## src/core/seq_pkg.sv

```systemverilog
package seq_pkg;
	localparam int PHASE_W = 5;
	localparam logic [4:0] HP_CLEAR = 5'h00;
	localparam logic [4:0] HP_IDLE = 5'h01;
	localparam logic [4:0] HP_REF_IN0 = 5'h07;
	localparam logic [4:0] HP_DISPATCH = 5'h0A;
	localparam logic [4:0] HP_REF_OUT0 = 5'h0B;
	localparam logic [4:0] HP_REF_OUT2 = 5'h0D;
	localparam logic [4:0] HP_WBUF_FILL = 5'h0E;
	localparam logic [4:0] HP_RDATA_OUT = 5'h0F;
	localparam logic [4:0] HP_RESULT0 = 5'h12;
	localparam logic [4:0] HP_RESULT_LAST = 5'h17;
	localparam logic [1:0] OP_PAUSE = 2'h0;
	localparam logic [1:0] OP_TEST = 2'h1;
	localparam logic [1:0] OP_READ = 2'h2;
	localparam logic [1:0] OP_WRITE = 2'h3;
	localparam int OP_FIELD_LSB = 22;
	localparam logic [5:0] WRITE_XFERS = 6'h3C;
	localparam logic [7:0] STD_READ_CHARS = 8'hBA;
	localparam logic [7:0] ECC_READ_CHARS = 8'hBE;
	localparam logic [7:0] MARGIN_READ_CHARS = 8'h5D;
	localparam int CLK_MHZ = 200;
	localparam int PAUSE_US_DEFAULT = 1000;
	localparam logic [2:0] PACK_STEP_LAST = 3'h2;

	typedef enum logic [4:0] {
		DP_IDLE = 5'b00001,
		DP_PAUSE = 5'b00010,
		DP_TEST = 5'b00100,
		DP_READ = 5'b01000,
		DP_WRITE = 5'b10000
	} drive_phase_e;

	typedef struct packed {
		logic valid;
		logic [7:0] data;
	} host_byte_s;
endpackage

```

## src/core/disk_control_operation_sequencer.sv

```systemverilog
`timescale 1ns/1ps
// Overview of operation
// Host phase one is idle and takes the first op code byte.
// Idle with nothing requested, a set seek-complete flag raises service request.
// Op code bytes two, three and three file address bytes, one per phase.
// Three reference address bytes are taken, then the phase reaches dispatch.
// Taking the first reference byte out of step sets the out-of-step flag.
// Dispatch with a pause request loads the drive phase with pause.
// Dispatch, non-pause, controller in local forces the first result-return phase.
// Dispatch, test, controller remote loads the drive phase with test.
// Dispatch, read, controller remote loads the drive phase with read.
// Dispatch, write, controller remote loads the drive phase with write.
// Reference address is returned in three bytes before each buffer exchange.
// Write fill takes 60 transfers; full or terminate returns to reference input.
// In a read, the write-fill phase only advances to read-data output.
// Read-data output moves read buffer bytes; count depends on variants.
// Six result-return bytes are sent, then channel clears and phase returns to zero.
// Drive phase one-hot code 00001 is its idle state.
// Pause runs a delay of PAUSE_US microseconds, then idles and forces result return.
// Test sends the test operator; its result descriptor ends it.
// Read sends op code and file address, again after seek, then awaits data.
// A needed seek brings a two-byte result; go to result return and idle.
// A full read buffer advances to reference return and requests service.
// Read data arrives as 16-bit words and is packed into 24-bit words.
// Terminate sets a flag, drops select; the descriptor ends the operation.
// Pause length is a parameter in microseconds counted on the timing bus.
module disk_control_operation_sequencer #(
	parameter int PAUSE_US = seq_pkg::PAUSE_US_DEFAULT
) (
	input wire logic clk,
	input wire logic reset,
	input wire seq_pkg::host_byte_s host_in,
	output seq_pkg::host_byte_s host_out,
	input wire logic host_step,
	input wire logic host_out_of_step,
	input wire logic host_terminate,
	input wire logic margin_variant,
	input wire logic ecc_variant,
	input wire logic microsecond_timing_bus,
	input wire logic controller_local,
	input wire logic seek_complete_flag,
	input wire logic read_buffer_full,
	input wire logic seek_needed,
	input wire logic [15:0] drive_word,
	input wire logic drive_word_strobe,
	input wire logic drive_result_strobe,
	output logic [15:0] drive_info,
	output logic drive_send,
	output logic drive_select,
	output logic drive_execute,
	output logic [23:0] read_pack_word,
	output logic read_pack_valid,
	output logic [5:0] write_fill_count,
	output logic [4:0] host_phase_counter,
	output logic [4:0] drive_phase_counter,
	output logic service_request_line,
	output logic out_of_step_flag,
	output logic terminate_flag,
	output logic channel_clear
);
	import seq_pkg::*;

	logic [4:0] hp_q;
	drive_phase_e dp_q;
	logic [23:0] op_q;
	logic [23:0] file_q;
	logic [23:0] ref_q;
	logic [15:0] result_q;
	logic [1:0] op_kind;
	logic [7:0] rd_count_q;
	logic [7:0] rd_limit;
	logic [31:0] pause_q;
	logic [1:0] init_q;
	logic seek_wait_q;
	logic result_half_q;
	logic [2:0] pack_q;
	logic [23:0] pack_hold_q;
	logic take;

	assign op_kind = op_q[OP_FIELD_LSB +: 2];
	assign take = host_step && host_in.valid;
	assign host_phase_counter = hp_q;
	assign drive_phase_counter = dp_q;
	assign drive_execute = (dp_q == DP_READ) && !read_buffer_full && hp_q == HP_DISPATCH && init_q == 2'h2 && !drive_send;

	always_comb begin
		rd_limit = STD_READ_CHARS;
		if (ecc_variant) begin
			rd_limit = ECC_READ_CHARS;
		end else if (margin_variant) begin
			rd_limit = MARGIN_READ_CHARS;
		end
	end

	// Host phase sequencing
	always_ff @(posedge clk or posedge reset) begin
		if (reset) begin
			hp_q <= HP_CLEAR;
		end else if (dp_q == DP_PAUSE && pause_q == 32'h0000_0001 && microsecond_timing_bus) begin
			// pause done
			hp_q <= HP_RESULT0;
		end else if ((dp_q == DP_TEST || dp_q == DP_READ || dp_q == DP_WRITE) && drive_result_strobe
				&& result_half_q) begin
			// R20: R23: descriptor ends drive flow
			hp_q <= HP_RESULT0;
		end else if (hp_q == HP_CLEAR) begin
			hp_q <= HP_IDLE;
		end else if (hp_q == HP_DISPATCH) begin
			if (op_kind != OP_PAUSE && controller_local) begin
				// local forces result
				hp_q <= HP_RESULT0;
			end else if (dp_q == DP_READ && read_buffer_full) begin
				// buffer full
				hp_q <= HP_REF_OUT0;
			end else if (dp_q == DP_WRITE && init_q == 2'h2 && !seek_wait_q) begin
				hp_q <= HP_REF_OUT0;
			end
		end else if (hp_q == HP_WBUF_FILL) begin
			if (op_kind == OP_READ) begin
				// skip fill in read
				hp_q <= HP_RDATA_OUT;
			end else if (host_terminate || (take && write_fill_count == WRITE_XFERS - 6'h01)) begin
				// full or terminate
				hp_q <= HP_REF_IN0;
			end
		end else if (hp_q == HP_RDATA_OUT) begin
			// read data out
			if (take && rd_count_q == rd_limit - 8'h01) begin
				hp_q <= HP_DISPATCH;
			end
		end else if (hp_q == HP_RESULT_LAST) begin
			// clear channel
			if (take) begin
				hp_q <= HP_CLEAR;
			end
		end else if (take) begin
			// R3: R4: R11: one byte per phase
			hp_q <= hp_q + 5'h01;
		end
	end

	assign channel_clear = (hp_q == HP_RESULT_LAST) && take;

	// Bytes taken from the host
	always_ff @(posedge clk or posedge reset) begin
		if (reset) begin
			op_q <= 24'h00_0000;
			file_q <= 24'h00_0000;
			ref_q <= 24'h00_0000;
		end else if (take) begin
			if (hp_q >= HP_IDLE && hp_q < 5'h04) begin
				op_q <= {op_q[15:0], host_in.data};
			end else if (hp_q >= 5'h04 && hp_q < HP_REF_IN0) begin
				file_q <= {file_q[15:0], host_in.data};
			end else if (hp_q >= HP_REF_IN0 && hp_q < HP_DISPATCH) begin
				ref_q <= {ref_q[15:0], host_in.data};
			end
		end
	end

	// Bytes returned to the host
	always_ff @(posedge clk or posedge reset) begin
		if (reset) begin
			host_out <= '0;
		end else begin
			host_out.valid <= 1'b0;
			if ((hp_q >= HP_REF_OUT0 && hp_q <= HP_REF_OUT2) || (hp_q >= HP_RESULT0 && hp_q < 5'h15)) begin
				host_out.valid <= host_step;
				host_out.data <= ref_q[8'(5'h02 - (hp_q >= HP_RESULT0 ? hp_q - HP_RESULT0 : hp_q - HP_REF_OUT0)) * 8 +: 8];
			end else if (hp_q >= 5'h15 && hp_q <= HP_RESULT_LAST) begin
				host_out.valid <= host_step;
				host_out.data <= (hp_q == 5'h15) ? result_q[15:8] : (hp_q == 5'h16) ? result_q[7:0]
					: {6'h00, out_of_step_flag, terminate_flag};
			end else if (hp_q == HP_RDATA_OUT) begin
				host_out.valid <= host_step;
				host_out.data <= read_pack_word[7:0];
			end
		end
	end

	// Drive phase sequencing
	always_ff @(posedge clk or posedge reset) begin
		if (reset) begin
			// idle at reset
			dp_q <= DP_IDLE;
		end else begin
			case (dp_q)
				DP_IDLE: begin
					if (hp_q == HP_DISPATCH) begin
						if (op_kind == OP_PAUSE) begin
							// pause
							dp_q <= DP_PAUSE;
						end else if (!controller_local && op_kind == OP_TEST) begin
							// test
							dp_q <= DP_TEST;
						end else if (!controller_local && op_kind == OP_READ) begin
							// read
							dp_q <= DP_READ;
						end else if (!controller_local && op_kind == OP_WRITE) begin
							// write, remote taken
							dp_q <= DP_WRITE;
						end
					end
				end
				DP_PAUSE: begin
					if (pause_q == 32'h0000_0001 && microsecond_timing_bus) begin
						dp_q <= DP_IDLE;
					end
				end
				default: begin
					if (drive_result_strobe && result_half_q) begin
						dp_q <= DP_IDLE;
					end
				end
			endcase
		end
	end

	// pause delay in microseconds
	always_ff @(posedge clk or posedge reset) begin
		if (reset) begin
			pause_q <= 32'h0000_0000;
		end else if (dp_q != DP_PAUSE) begin
			pause_q <= 32'(PAUSE_US);
		end else if (microsecond_timing_bus && pause_q != 32'h0000_0000) begin
			pause_q <= pause_q - 32'h0000_0001;
		end
	end

	// initiate words, resent after seek
	always_ff @(posedge clk or posedge reset) begin
		if (reset) begin
			init_q <= 2'h0;
			seek_wait_q <= 1'b0;
			drive_send <= 1'b0;
			drive_info <= 16'h0000;
		end else if (dp_q == DP_IDLE || dp_q == DP_PAUSE) begin
			init_q <= 2'h0;
			seek_wait_q <= 1'b0;
			drive_send <= 1'b0;
		end else if (init_q == 2'h0) begin
			drive_send <= 1'b1;
			drive_info <= dp_q == DP_TEST ? {op_q[23:16], 8'h00} : {op_q[23:16], file_q[23:16]};
			init_q <= 2'h1;
		end else if (init_q == 2'h1 && drive_word_strobe) begin
			drive_info <= file_q[15:0];
			init_q <= 2'h2;
		end else if (init_q == 2'h2 && drive_word_strobe && drive_send) begin
			drive_send <= 1'b0;
			seek_wait_q <= seek_needed;
		end else if (seek_wait_q && seek_complete_flag) begin
			init_q <= 2'h0;
			seek_wait_q <= 1'b0;
		end
	end

	// terminate drops select
	always_ff @(posedge clk or posedge reset) begin
		if (reset) begin
			terminate_flag <= 1'b0;
			drive_select <= 1'b0;
		end else begin
			if (host_terminate && dp_q != DP_IDLE) begin
				terminate_flag <= 1'b1;
			end else if (hp_q == HP_IDLE) begin
				terminate_flag <= 1'b0;
			end
			drive_select <= (dp_q == DP_TEST || dp_q == DP_READ || dp_q == DP_WRITE)
				&& !terminate_flag && !host_terminate && !seek_wait_q;
		end
	end

	// Two-byte descriptor from the drive side
	always_ff @(posedge clk or posedge reset) begin
		if (reset) begin
			result_q <= 16'h0000;
			result_half_q <= 1'b0;
		end else if (dp_q == DP_IDLE) begin
			result_half_q <= 1'b0;
		end else if (drive_result_strobe) begin
			result_q <= {result_q[7:0], drive_word[7:0]};
			result_half_q <= !result_half_q;
		end
	end

	// R21: R5: service and step flags; set wins over clear
	always_ff @(posedge clk or posedge reset) begin
		if (reset) begin
			service_request_line <= 1'b0;
			out_of_step_flag <= 1'b0;
		end else begin
			if ((hp_q == HP_IDLE && !take && seek_complete_flag)
					|| (hp_q == HP_DISPATCH && dp_q == DP_READ && read_buffer_full)) begin
				service_request_line <= 1'b1;
			end else if (take) begin
				service_request_line <= 1'b0;
			end
			if (hp_q == HP_REF_IN0 && take && host_out_of_step) begin
				out_of_step_flag <= 1'b1;
			end else if (hp_q == HP_CLEAR) begin
				out_of_step_flag <= 1'b0;
			end
		end
	end

	// Write fill and read output counts
	always_ff @(posedge clk or posedge reset) begin
		if (reset) begin
			write_fill_count <= 6'h00;
			rd_count_q <= 8'h00;
		end else begin
			if (hp_q != HP_WBUF_FILL) begin
				write_fill_count <= 6'h00;
			end else if (take) begin
				write_fill_count <= write_fill_count + 6'h01;
			end
			if (hp_q != HP_RDATA_OUT) begin
				rd_count_q <= 8'h00;
			end else if (take) begin
				rd_count_q <= rd_count_q + 8'h01;
			end
		end
	end

	// pack 16-bit words into 24-bit words
	always_ff @(posedge clk or posedge reset) begin
		if (reset) begin
			pack_q <= 3'h0;
			pack_hold_q <= 24'h00_0000;
			read_pack_word <= 24'h00_0000;
			read_pack_valid <= 1'b0;
		end else begin
			read_pack_valid <= 1'b0;
			if (dp_q != DP_READ) begin
				pack_q <= 3'h0;
			end else if (drive_word_strobe && drive_execute) begin
				case (pack_q)
					3'h0: begin
						pack_hold_q <= {drive_word, 8'h00};
						pack_q <= 3'h1;
					end
					3'h1: begin
						read_pack_word <= {pack_hold_q[23:8], drive_word[15:8]};
						read_pack_valid <= 1'b1;
						pack_hold_q <= {drive_word[7:0], 16'h0000};
						pack_q <= PACK_STEP_LAST;
					end
					default: begin
						read_pack_word <= {pack_hold_q[23:16], drive_word};
						read_pack_valid <= 1'b1;
						pack_q <= 3'h0;
					end
				endcase
			end
		end
	end
endmodule

```

## config.mk

```make
export PLATFORM = sky130hd
export DESIGN_NAME = disk_control_operation_sequencer
export DESIGN_NICKNAME = d
export VERILOG_FILES = /design/src/core/seq_pkg.sv /design/src/core/disk_control_operation_sequencer.sv
export SDC_FILE = /design/constraint.sdc
export NUM_CORES = 1
export LEC_CHECK = 0
export BUFFER_PORTS_ARGS = -buffer_cell sky130_fd_sc_hd__buf_2
export CAP_MARGIN = 40
export CORE_ASPECT_RATIO = 0.6
export CORE_MARGIN = 1
export CORE_UTILIZATION = 40
export CTS_BUF_LIST = sky130_fd_sc_hd__clkbuf_8 sky130_fd_sc_hd__clkbuf_16
export CTS_CLUSTER_DIAMETER = 40
export DETAILED_ROUTE_END_ITERATION = 10
export SLEW_MARGIN = 20
export SYNTH_ARGS = -nofsm -noshare
export SYNTH_HDL_FRONTEND = slang
export SYNTH_SLANG_ARGS = --single-unit
export TNS_END_PERCENT = 1
```

## constraint.sdc

```tcl
create_clock -name clk -period 10.8 [get_ports clk]
set_input_delay 2.16 -clock clk [delete_from_list [all_inputs] [get_ports clk]]
set_output_delay 2.16 -clock clk [all_outputs]
set_load 0.01 [all_outputs]
```

==> metrics.md, run 1 <==
| Metric | Value |
|---|---|
| Starting density of the core | 0.415 |
| PostCTS Resize Cnt | 0 |
| Setup TNS | 0 ns |
| Final hold violations | 0 |
| Slew HR | 0.455 |
| Worst reg-to-reg setup slack | 7.00 ns |
| Finish-stage setup viols | 0 |
| # IOs | ~110 |
| Distinct cells, synth | 75 |
| Total track usage | 0.193 |
| Clock Power Share | 0.308 |
| Worst path slowest cell | nand2_1 |
| Synthesized Nets | 1,045 |
| Max Root-Sink Buffers | 3 |
| Die area | 27,500 sq um |
| Area of the multi-input gates | 4920 sq um |
| Top-count cell post-synth | dfrtp_1 |
| Power per cell area | 233 nW/um^2 |
| Setup Fix Bufs, Post-CTS | 0 |
| Num rows | 45 |
| DIE HEIGHT | about 130 um |
| CP max stage delay | 0.40 ns |
| Post-route cell area | 12,600 sq um |
| CORE AREA | between 20,000 and 30,000 sq um |
| Routed Antenna Nets | 0 |
| Crit path cell chain | buf_2 -> nand2_1 -> nor2_1 -> buf_2 |
| Final Cycle Share | 0.473 |
| WS Path Type | in -> out |
| Synth top area cells | dfrtp_1 51%, mux2_2 10%, nand2_1 3.0% |
| Cells after DPL | 1,417 |
| DRC Markers | 0 |
| DP Area | around 12,000 sq um |
| Combinational fraction of design power | 0.282 |
| HPWL Detailed | roughly 19,000 um |
| Initial antenna violation count | 2 |
| Synthesized cell area | 10,700 sq um |
| Setup crit start | host_step |
| Hold_sp | drive_info[15] |
| Global-route wire length before repair | 42,000 um |
| Die Wd | 213 um |
| Number of synthesized flops with an enable pin | 0 |
| Register area share after synthesis | 0.516 |
| Yosys reg bits | 221 |
| Crit end category | output port |
| Per-cell routed wire length | 17.5 um |
| Detail-routed via count per cell | 5.41 |
| DR vias | 7,956 |
| Syn-to-layout area delta | 17.5% |
| FILL cells | about 2,400 |
| Register area | 5530 sq um |
| Hold buffers post-CTS | 0 |
| Setup WS post-layout | 5.69 ns |
| Clock transition at the registers of the reported paths | 0.06 ns |
| Cells after Synth | a little under 1,000 |
| Gr ovfl total | 0 |
| Clock Tree Root | clkbuf_16 |
| Minimum clock period | 5.11 ns |
| Syn_area_per_cell | between 10 and 15 sq um |
| Inserted Clock Buffers | 26 |
| Psw | slightly below 1 mW |
| Iteration count of the initial detailed-routing pass | 5 |
| Most used cell, CP | buf_2 |
| Nets@finish | 1,151 |
| Routed WL | 25,800 um |
| Critical Path RT | 8.64 ns |
| TritonCTS Sinks | 221 |
| Clk_lat worst skew | 0.55 ns |
| Vias in the first global route | 7,536 |
| CTS tree | done |
| Seq pwr share | 0.410 |
| Post-synth top area cell | dfrtp_1 |
| Share of layout cells above drive strength 1 | 0.260 |
| Async set or reset register ratio after synthesis | 1.00 |
| Worst Max-Slew Pin Slew | roughly 0.8 ns |
| Arr. time, crit path | 2.95 ns |
| Prevailing post-synth register cell | dfrtp_1 |
| Critical-path maximum fanout | 11 |
| Max IR drop VDD | 0.113 mV |
| Synth Warn # | 0 |
| Synth cell count leaders | 220 x dfrtp_1, 96 x mux2_2, 87 x nand2_1 |
| Largest net degree at the start of global routing | 91 |
| Origin of the critical flop-to-flop path | host_phase_counter[2] |
| Number of DRC markers in iteration 0 | between 500 and 600 |
| RSZ-0062 raised after global routing | false |
| Leak | 5.67 nW |
| Max Clock Skew | 0.0281 ns |
| Top-area cell type share of the netlist area | 0.514 |
| Internal Pwr Total | 1.95 mW |
| CP startpoint kind | primary input |
| H-tree levels | 1 |
| DP Worst Slack | 5.69 ns |
| Port Buf Inserts | 111 |
| RePlAce Congestion | slightly below 0.9 |
| Max Freq | roughly 0.2 GHz |
| Hold Path Class | reg -> reg |
| Switching Fraction | 0.337 |
| Non-Filler Instances | 1,470 |
| MaxCap Viol Count | 0 |
| Slew Limit Fails | 0 |
| Outcome | finished clean |
-- through the flow --
step	util	hold WS, ns	power, mW
3_5_place_dp	0.452	0.465	2.05
2_1_floorplan	-	0.444	1.78
4_1_cts	0.487	0.479	2.97
3_3_place_gp	0.450	0.461	2.02
6_report	0.488	0.478	2.94
5_1_grt	0.488	0.510	3.12
-- state kept, by name, summed over array words and instances (netlist names), 6 cells and up --
signal and flops:
file_q 24, read_pack_word 24, pack_hold_q 16, drive_info 16
write_fill_count 6, rd_count_q 8, pause_q 32, ref_q 24
result_q 16, op_q 24, host_out 9
-- layout make-up --
class / count / share of cell area
repair buffers: 126 / 0.0563
multi-input cells: 701 / 0.391
well taps: 352 / 0.0350
diodes: 2 / 0.000398
inverters: 20 / 0.00656
clock buffers: 27 / 0.0528
clock inverters: 21 / 0.0188
flip-flops and latches: 221 / 0.439
-- worst paths after layout --
check,cells past startpoint,to
setup / recovery,4,channel_clear
min in group asynchronous,2,op_q[0]
hold reg to reg,2,drive_info[15]
setup reg to reg,10,host_out[3]
max in group asynchronous,4,rd_count_q[7]
hold / removal,2,drive_info[15]
-- layout by cell type (no fill, tap or decap), types with 13 or more instances in the layout --
cell       count
inv_1         24
o21ai_0       43
nor2b_1       19
mux2_2        96
dfrtp_1      220
nor3_1        15
buf_2        111
a21oi_1       61
clkbuf_16     26
nor2_1        75
nand2_1       87
ha_1          16
and2_1        13
and3_1        17
nand4_1       14
xor2_1        20
mux2i_1       24
xnor2_1       15
-- layer usage --
layer	GRT usage	wire length, um	part of all wire
met4	0.0382	431	0.017
met2	0.258	10400	0.40
met5	0	0	0
met1	0.311	13600	0.53
met3	0.0442	1350	0.053
-- critical path: cells and delay by family --
kind / cells / cell delay (ns)
buffers and inverters: 2 / 0.27
and+or+nand+nor: 2 / 0.52
-- kinds of logic (layout without fill, tap and decap cells) --
family,count (synthesis),after routing,synth area share
AO/OA/AOI/OAI,213,213,0.132
XOR/XNOR,35,35,0.0286
adder cells (fa/ha/maj),16,16,0.0187
buffers and inverters,68,194,0.0256
flip-flops,221,221,0.516
multiplexers,120,120,0.123
other,0,2,0
AND/OR/NAND/NOR,317,317,0.155
-- power groups by stage --
stage | registers (mW) | clock network, mW | logic [mW]
after CTS | 1.21 | 0.927 | 0.832
after global placement | 1.21 | 0 | 0.810
after floorplan | 1.18 | 0 | 0.605
after detailed placement | 1.22 | 0 | 0.826
final | 1.20 | 0.903 | 0.829
after global routing | 1.24 | 0.967 | 0.916
No activity file was read; power rests on OpenSTA's default activity.
==> inputs of run 2 (changes only) <==
==> constraint.sdc (replaced) <==
create_clock -name clk -period 5 [get_ports clk]
set_input_delay 1 -clock clk [delete_from_list [all_inputs] [get_ports clk]]
set_output_delay 1 -clock clk [all_outputs]
set_load 0.01 [all_outputs]
==> metrics.md, run 2 (synthesized netlist as in run 1, its figures left out) <==
| Metric | Value |
|---|---|
| Outcome | finished clean |
| Power Total | 6.27 mW (+110%) |
| Arr. time, crit path | 4.08 ns (+1.13 ns) |
| Max reg flops | 32 (unchanged) |
| FF-to-FF End | host_out[4] |
| WS Path Type | reg -> reg |
| Inserted Clock Buffers | 26 (unchanged) |
| TritonCTS Sinks | 221 (unchanged) |
| Leak | 5.67 nW (about the same) |
| Setup Fix Bufs, Post-CTS | 0 (unchanged) |
| PostCTS Resize Cnt | 0 (unchanged) |
| Routed WL | 26,700 um (+3.6%) |
| DRC Markers | 0 (unchanged) |
| Gr ovfl total | 0 (unchanged) |
| Iteration count of the initial detailed-routing pass | 5 (unchanged) |
| CP startpoint kind | flop |
| Clock Tree Root | clkbuf_16 |
| # IOs | 112 (unchanged) |
| Port Buf Inserts | 111 (unchanged) |
| Syn-to-layout area delta | 17.4% |
| FILL cells | 2,414 (-0.17%) |
| WHS Path Cells | 2 (unchanged) |
| DIE HEIGHT | 129 um (unchanged) |
| Worst Max-Slew Pin Slew | 0.884 ns (+0.0667 ns) |
| Share of layout cells above drive strength 1 | 0.264 (+0.00377) |
| Hold Path Class | reg -> reg |
| HPWL Detailed | 19,200 um (+2.9%) |
| Crit end category | flop |
| Num rows | 45 (unchanged) |
| Vias in the first global route | 7,681 (+1.9%) |
| Setup TNS | 0 ns (unchanged) |
| Critical-path maximum fanout | 19 (+8) |
| Die area | 27,500 sq um (unchanged) |
| Global-route wire length before repair | 43,000 um (+2.4%) |
| Setup crit start | host_phase_counter[2] |
| Commonest cells after routing, fill and taps aside | 220 x dfrtp_1, 112 x buf_2, 96 x mux2_2, 87 x nand2_1, 75 x nor2_1 |
| Slew HR | 0.411 (-0.0445) |
| Reg2reg path depth | 10 (unchanged) |
| Total track usage | 0.199 (+0.00656) |
| Die Wd | 213 um (unchanged) |
| Crit path to | host_out[4] |
| Origin of the critical flop-to-flop path | host_phase_counter[2] |
| CORE AREA | 25,800 sq um (unchanged) |
| Hold buffers post-CTS | 0 (unchanged) |
| Number of DRC markers in iteration 0 | 698 (+24%) |
| Register area | 5530 sq um (unchanged) |
| Most common cell after layout, fill and taps aside | dfrtp_1 |
| Max IR drop VDD | 0.265 mV (+130%) |
| Max Root-Sink Buffers | 3 (unchanged) |
| Max Freq | 0.274 GHz |
| Starting density of the core | 0.415 (unchanged) |
| RePlAce Congestion | 0.907 (+1.3%) |
| H-tree levels | 1 (unchanged) |
| Power per cell area | 499 nW/um^2 (+110%) |
| Max Clock Skew | 0.0182 ns (-0.00986 ns) |
| CTS tree | done |
| Routed Antenna Nets | 0 (unchanged) |
| Worst reg-to-reg setup slack | 1.35 ns (-5.65 ns) |
| MaxCap Viol Count | 0 (unchanged) |
| Reg with most FFs | pause_q |
| Final Cycle Share | 0.729 |
| Slew Limit Fails | 0 (unchanged) |
| Area of the multi-input gates | 4920 sq um (unchanged) |
| Initial antenna violation count | 2 (unchanged) |
| Clk_lat worst skew | 0.55 ns (about the same) |
| RSZ-0062 raised after global routing | false |
| Clock transition at the registers of the reported paths | 0.06 ns (about the same) |
| Final hold violations | 0 (unchanged) |
| Minimum clock period | 3.65 ns |
| Finish-stage setup viols | 0 (unchanged) |
| Detail-routed via count per cell | 5.47 (+1.1%) |
| Per-cell routed wire length | 18.1 um (+3.4%) |
| Largest net degree at the start of global routing | 58 (-36%) |
| Critical Path RT | 5.44 ns (-3.20 ns) |
| Nets@finish | 1,157 (+0.52%) |
| DR vias | 8,059 (+1.3%) |
run 2: cell type report:
| class | count | share of cell area |
|---|---|---|
| antenna | 2 | 0.000398 |
| clock buffer | 31 | 0.0572 |
| clock inverter | 14 | 0.00935 |
| inverter | 20 | 0.00627 |
| multi-input combinational | 701 | 0.391 |
| sequential | 221 | 0.440 |
| tap | 352 | 0.0350 |
| timing repair buffer | 132 | 0.0606 |
run 2: power by group:
part           internal, mW  switching, mW  leakage, nW  total, mW
Sequential             2.24          0.384         2.89       2.63
Clock                  1.08          0.767        0.429       1.84
Combinational         0.822          0.978         2.35       1.80
run 2: metal layers:
metal | GRT usage | vias to the layer above | part of all wire | wire length, um
li1 | - | 3826 | - | -
met1 | 0.321 | 4002 | 0.52 | 13800
met2 | 0.273 | 201 | 0.41 | 11000
met3 | 0.0400 | 30 | 0.053 | 1410
met4 | 0.0366 | 0 | 0.017 | 453
met5 | 0 | - | 0 | 0
run 2: how the worst min path moves through the flow:
stage	end	start	slack, ns
detailed placement	pack_hold_q[19]	pack_hold_q[19]	0.47
finish	drive_info[13]	drive_info[13]	0.48
CTS	pack_hold_q[19]	pack_hold_q[19]	0.48
floorplan	pack_hold_q[16]	pack_hold_q[16]	0.44
global route	drive_info[11]	drive_info[11]	0.51
global placement	drive_info[13]	drive_info[13]	0.46
run 2: stage by stage:
stage               setup slack (ns)  instances  instance area (sq um)  hold WS [ns]   util
finish                          1.35       1473                  12600         0.475  0.488
global route                    1.06       1471                  12600         0.512  0.487
CTS                             1.35       1468                  12500         0.480  0.486
detailed placement              1.44       1423                  11700         0.466  0.454
global placement                1.61       1418                  11600         0.461  0.451
floorplan                       1.12        990                  10700         0.444      -
run 2: critical path: stages (launching register included):
cell	delay [ns]
dfrtp_1	0.68
inv_1	0.25
ha_1	0.31
or4_1	0.45
a21oi_1	0.17
nor2_1	0.16
inv_2	0.18
ha_1	0.41
nor2_1	0.50
nand2_1	0.12
a311oi_1	0.30
==> inputs of run 3 (changes only) <==
==> constraint.sdc (replaced) <==
create_clock -name clk -period 3.75 [get_ports clk]
set_input_delay 0.75 -clock clk [delete_from_list [all_inputs] [get_ports clk]]
set_output_delay 0.75 -clock clk [all_outputs]
set_load 0.01 [all_outputs]
==> metrics.md, run 3 (synthesized netlist as in run 1, its figures left out) <==
| Metric | Value |
|---|---|
| Cells after DPL | 1,428 (+0.35%) |
| Final hold violations | 0 (unchanged) |
| TritonCTS Sinks | 221 (unchanged) |
| Slew Limit Fails | 0 (unchanged) |
| Core Util, Final | 0.489 (+0.00126) |
| Power per cell area | 665 nW/um^2 (+33%) |
| Worst path slowest cell | dfrtp_1 |
| Hold WS | 0.312 ns (-0.163 ns) |
| Max reg flops | 32 (unchanged) |
| Arr. time, crit path | 2.40 ns (-1.68 ns) |
| Largest net degree at the start of global routing | 71 (+22%) |
| RSZ-0062 raised after global routing | false |
| Buffers plus inverters on the worst setup path | 1 (-1) |
| Die area | 27,500 sq um (unchanged) |
| Worst Max-Slew Pin Slew | 0.795 ns (-0.0892 ns) |
| Final Cycle Share | 0.841 |
| Combinational fraction of design power | 0.292 (+0.005) |
| Routed WL | 26,500 um (-1.0%) |
| Internal Pwr Total | 5.53 mW (+33%) |
| DP Area | 11,700 sq um (+0.36%) |
| DP Worst Slack | 0.686 ns (-0.757 ns) |
| Most common cell after layout, fill and taps aside | dfrtp_1 |
| Nets@finish | 1,161 (+0.35%) |
| Global-route wire length before repair | 42,300 um (-1.7%) |
| Inserted Clock Buffers | 26 (unchanged) |
| Critical Path RT | 3.00 ns (-2.44 ns) |
| Detail-routed via count per cell | 5.43 (-0.78%) |
| Outcome | finished clean |
| DIE HEIGHT | 129 um (unchanged) |
| RePlAce Congestion | 0.842 (-7.1%) |
| Commonest cells after routing, fill and taps aside | 220 x dfrtp_1, 111 x buf_2, 96 x mux2_2, 87 x nand2_1, 75 x nor2_1 |
| Total track usage | 0.196 (-0.00327) |
| Most used cell, CP | and3_1 |
| Hold buffers post-CTS | 0 (unchanged) |
| Crit path cell chain | ha_1 -> and4bb_1 -> and3_1 -> and3_1 -> buf_2 |
| Non-Filler Instances | 1,479 (+0.41%) |
| Max Clock Skew | 0.0220 ns (+0.00380 ns) |
| Setup Fix Bufs, Post-CTS | 0 (unchanged) |
| Clk_lat worst skew | 0.55 ns (about the same) |
| DRC Markers | 0 (unchanged) |
| PostCTS Resize Cnt | 0 (unchanged) |
| Routed Antenna Nets | 0 (unchanged) |
| MaxCap Viol Count | 0 (unchanged) |
| Power Total | 8.38 mW (+34%) |
| # IOs | 112 (unchanged) |
| CORE AREA | 25,800 sq um (unchanged) |
| Gr ovfl total | 0 (unchanged) |
| Syn-to-layout area delta | 17.7% |
| Per-cell routed wire length | 17.9 um (-1.4%) |
| Critical-path maximum fanout | 11 (-8) |
| H-tree levels | 1 (unchanged) |
| Share of layout cells above drive strength 1 | 0.269 (+0.00571) |
| Finish-stage setup viols | 0 (unchanged) |
| Iteration count of the initial detailed-routing pass | 5 (unchanged) |
| FILL cells | 2,457 (+1.8%) |
| CP startpoint kind | flop |
| Setup TNS | 0 ns (unchanged) |
| Die Wd | 213 um (unchanged) |
| Slew HR | 0.466 (+0.0549) |
| WS Path Type | reg -> out |
| Cell family with most CP delay | simple AND/OR/NAND/NOR gates |
| Seq pwr share | 0.413 (-0.006) |
| Reg with most FFs | pause_q |
| Minimum clock period | 3.15 ns |
| Max Freq | 0.317 GHz |
| Leak | 5.67 nW (about the same) |
| Psw | 2.85 mW (+34%) |
| Crit end category | output port |
| Switching Fraction | 0.340 (+0.00105) |
| Post-route cell area | 12,600 sq um (+0.26%) |
| Port Buf Inserts | 111 (unchanged) |
| Max IR drop VDD | 0.364 mV (+38%) |
| Clock Power Share | 0.295 (about the same) |
| DR vias | 8,029 (-0.37%) |
| CP max stage delay | 0.58 ns (-0.10 ns) |
| HPWL Detailed | 18,800 um (-2.0%) |
| Number of DRC markers in iteration 0 | 628 (-10%) |
| Clock transition at the registers of the reported paths | 0.07 ns (about the same) |
| Starting density of the core | 0.415 (unchanged) |
| Setup WS post-layout | 0.595 ns (-0.758 ns) |
| Vias in the first global route | 7,694 (+0.17%) |
| Clock Tree Root | clkbuf_16 |
| Initial antenna violation count | 2 (unchanged) |
| CTS tree | done |
| Hold Path Class | in -> async |
| Max Root-Sink Buffers | 3 (unchanged) |
| Worst reg-to-reg setup slack | 0.65 ns (-0.70 ns) |
| Num rows | 45 (unchanged) |
==> run 3: final cells by class <==
class | count | area [sq um] | area share
clock inverters | 18 | 158 | 0.0125
clock buffers | 29 | 692 | 0.0549
repair buffers | 136 | 782 | 0.0620
inverters | 20 | 78.8 | 0.00625
diodes | 2 | 5.00 | 0.000397
multi-input cells | 701 | 4920 | 0.390
flip-flops and latches | 221 | 5530 | 0.439
well taps | 352 | 440 | 0.0349
==> run 3: worst paths after layout <==
kind | from | endpoint | cells past startpoint
max in group asynchronous | reset | result_q[6] | 3
setup / recovery | host_phase_counter[1] | drive_execute | 5
hold / removal | reset | drive_info[7] | 2
setup reg to reg | host_phase_counter[1] | host_out[2] | 9
hold reg to reg | pack_hold_q[21] | pack_hold_q[21] | 2
min in group clk | host_in[5] | op_q[5] | 2
==> run 3: power by group through the flow <==
stage | clock [mW] | combinational, mW | sequential [mW]
CTS | 2.53 | 2.46 | 3.46
finish | 2.47 | 2.45 | 3.46
global placement | 0 | 2.39 | 3.49
global route | 2.64 | 2.72 | 3.54
detailed placement | 0 | 2.44 | 3.50
floorplan | 0 | 1.74 | 3.39
==> run 3: layer usage <==
metal  up-vias  part of all wire  GRT usage
met5         -                 0          0
met4         0             0.015     0.0450
met3        35             0.049     0.0373
met2       162              0.41      0.271
met1      3993              0.53      0.312
li1       3839                 -          -
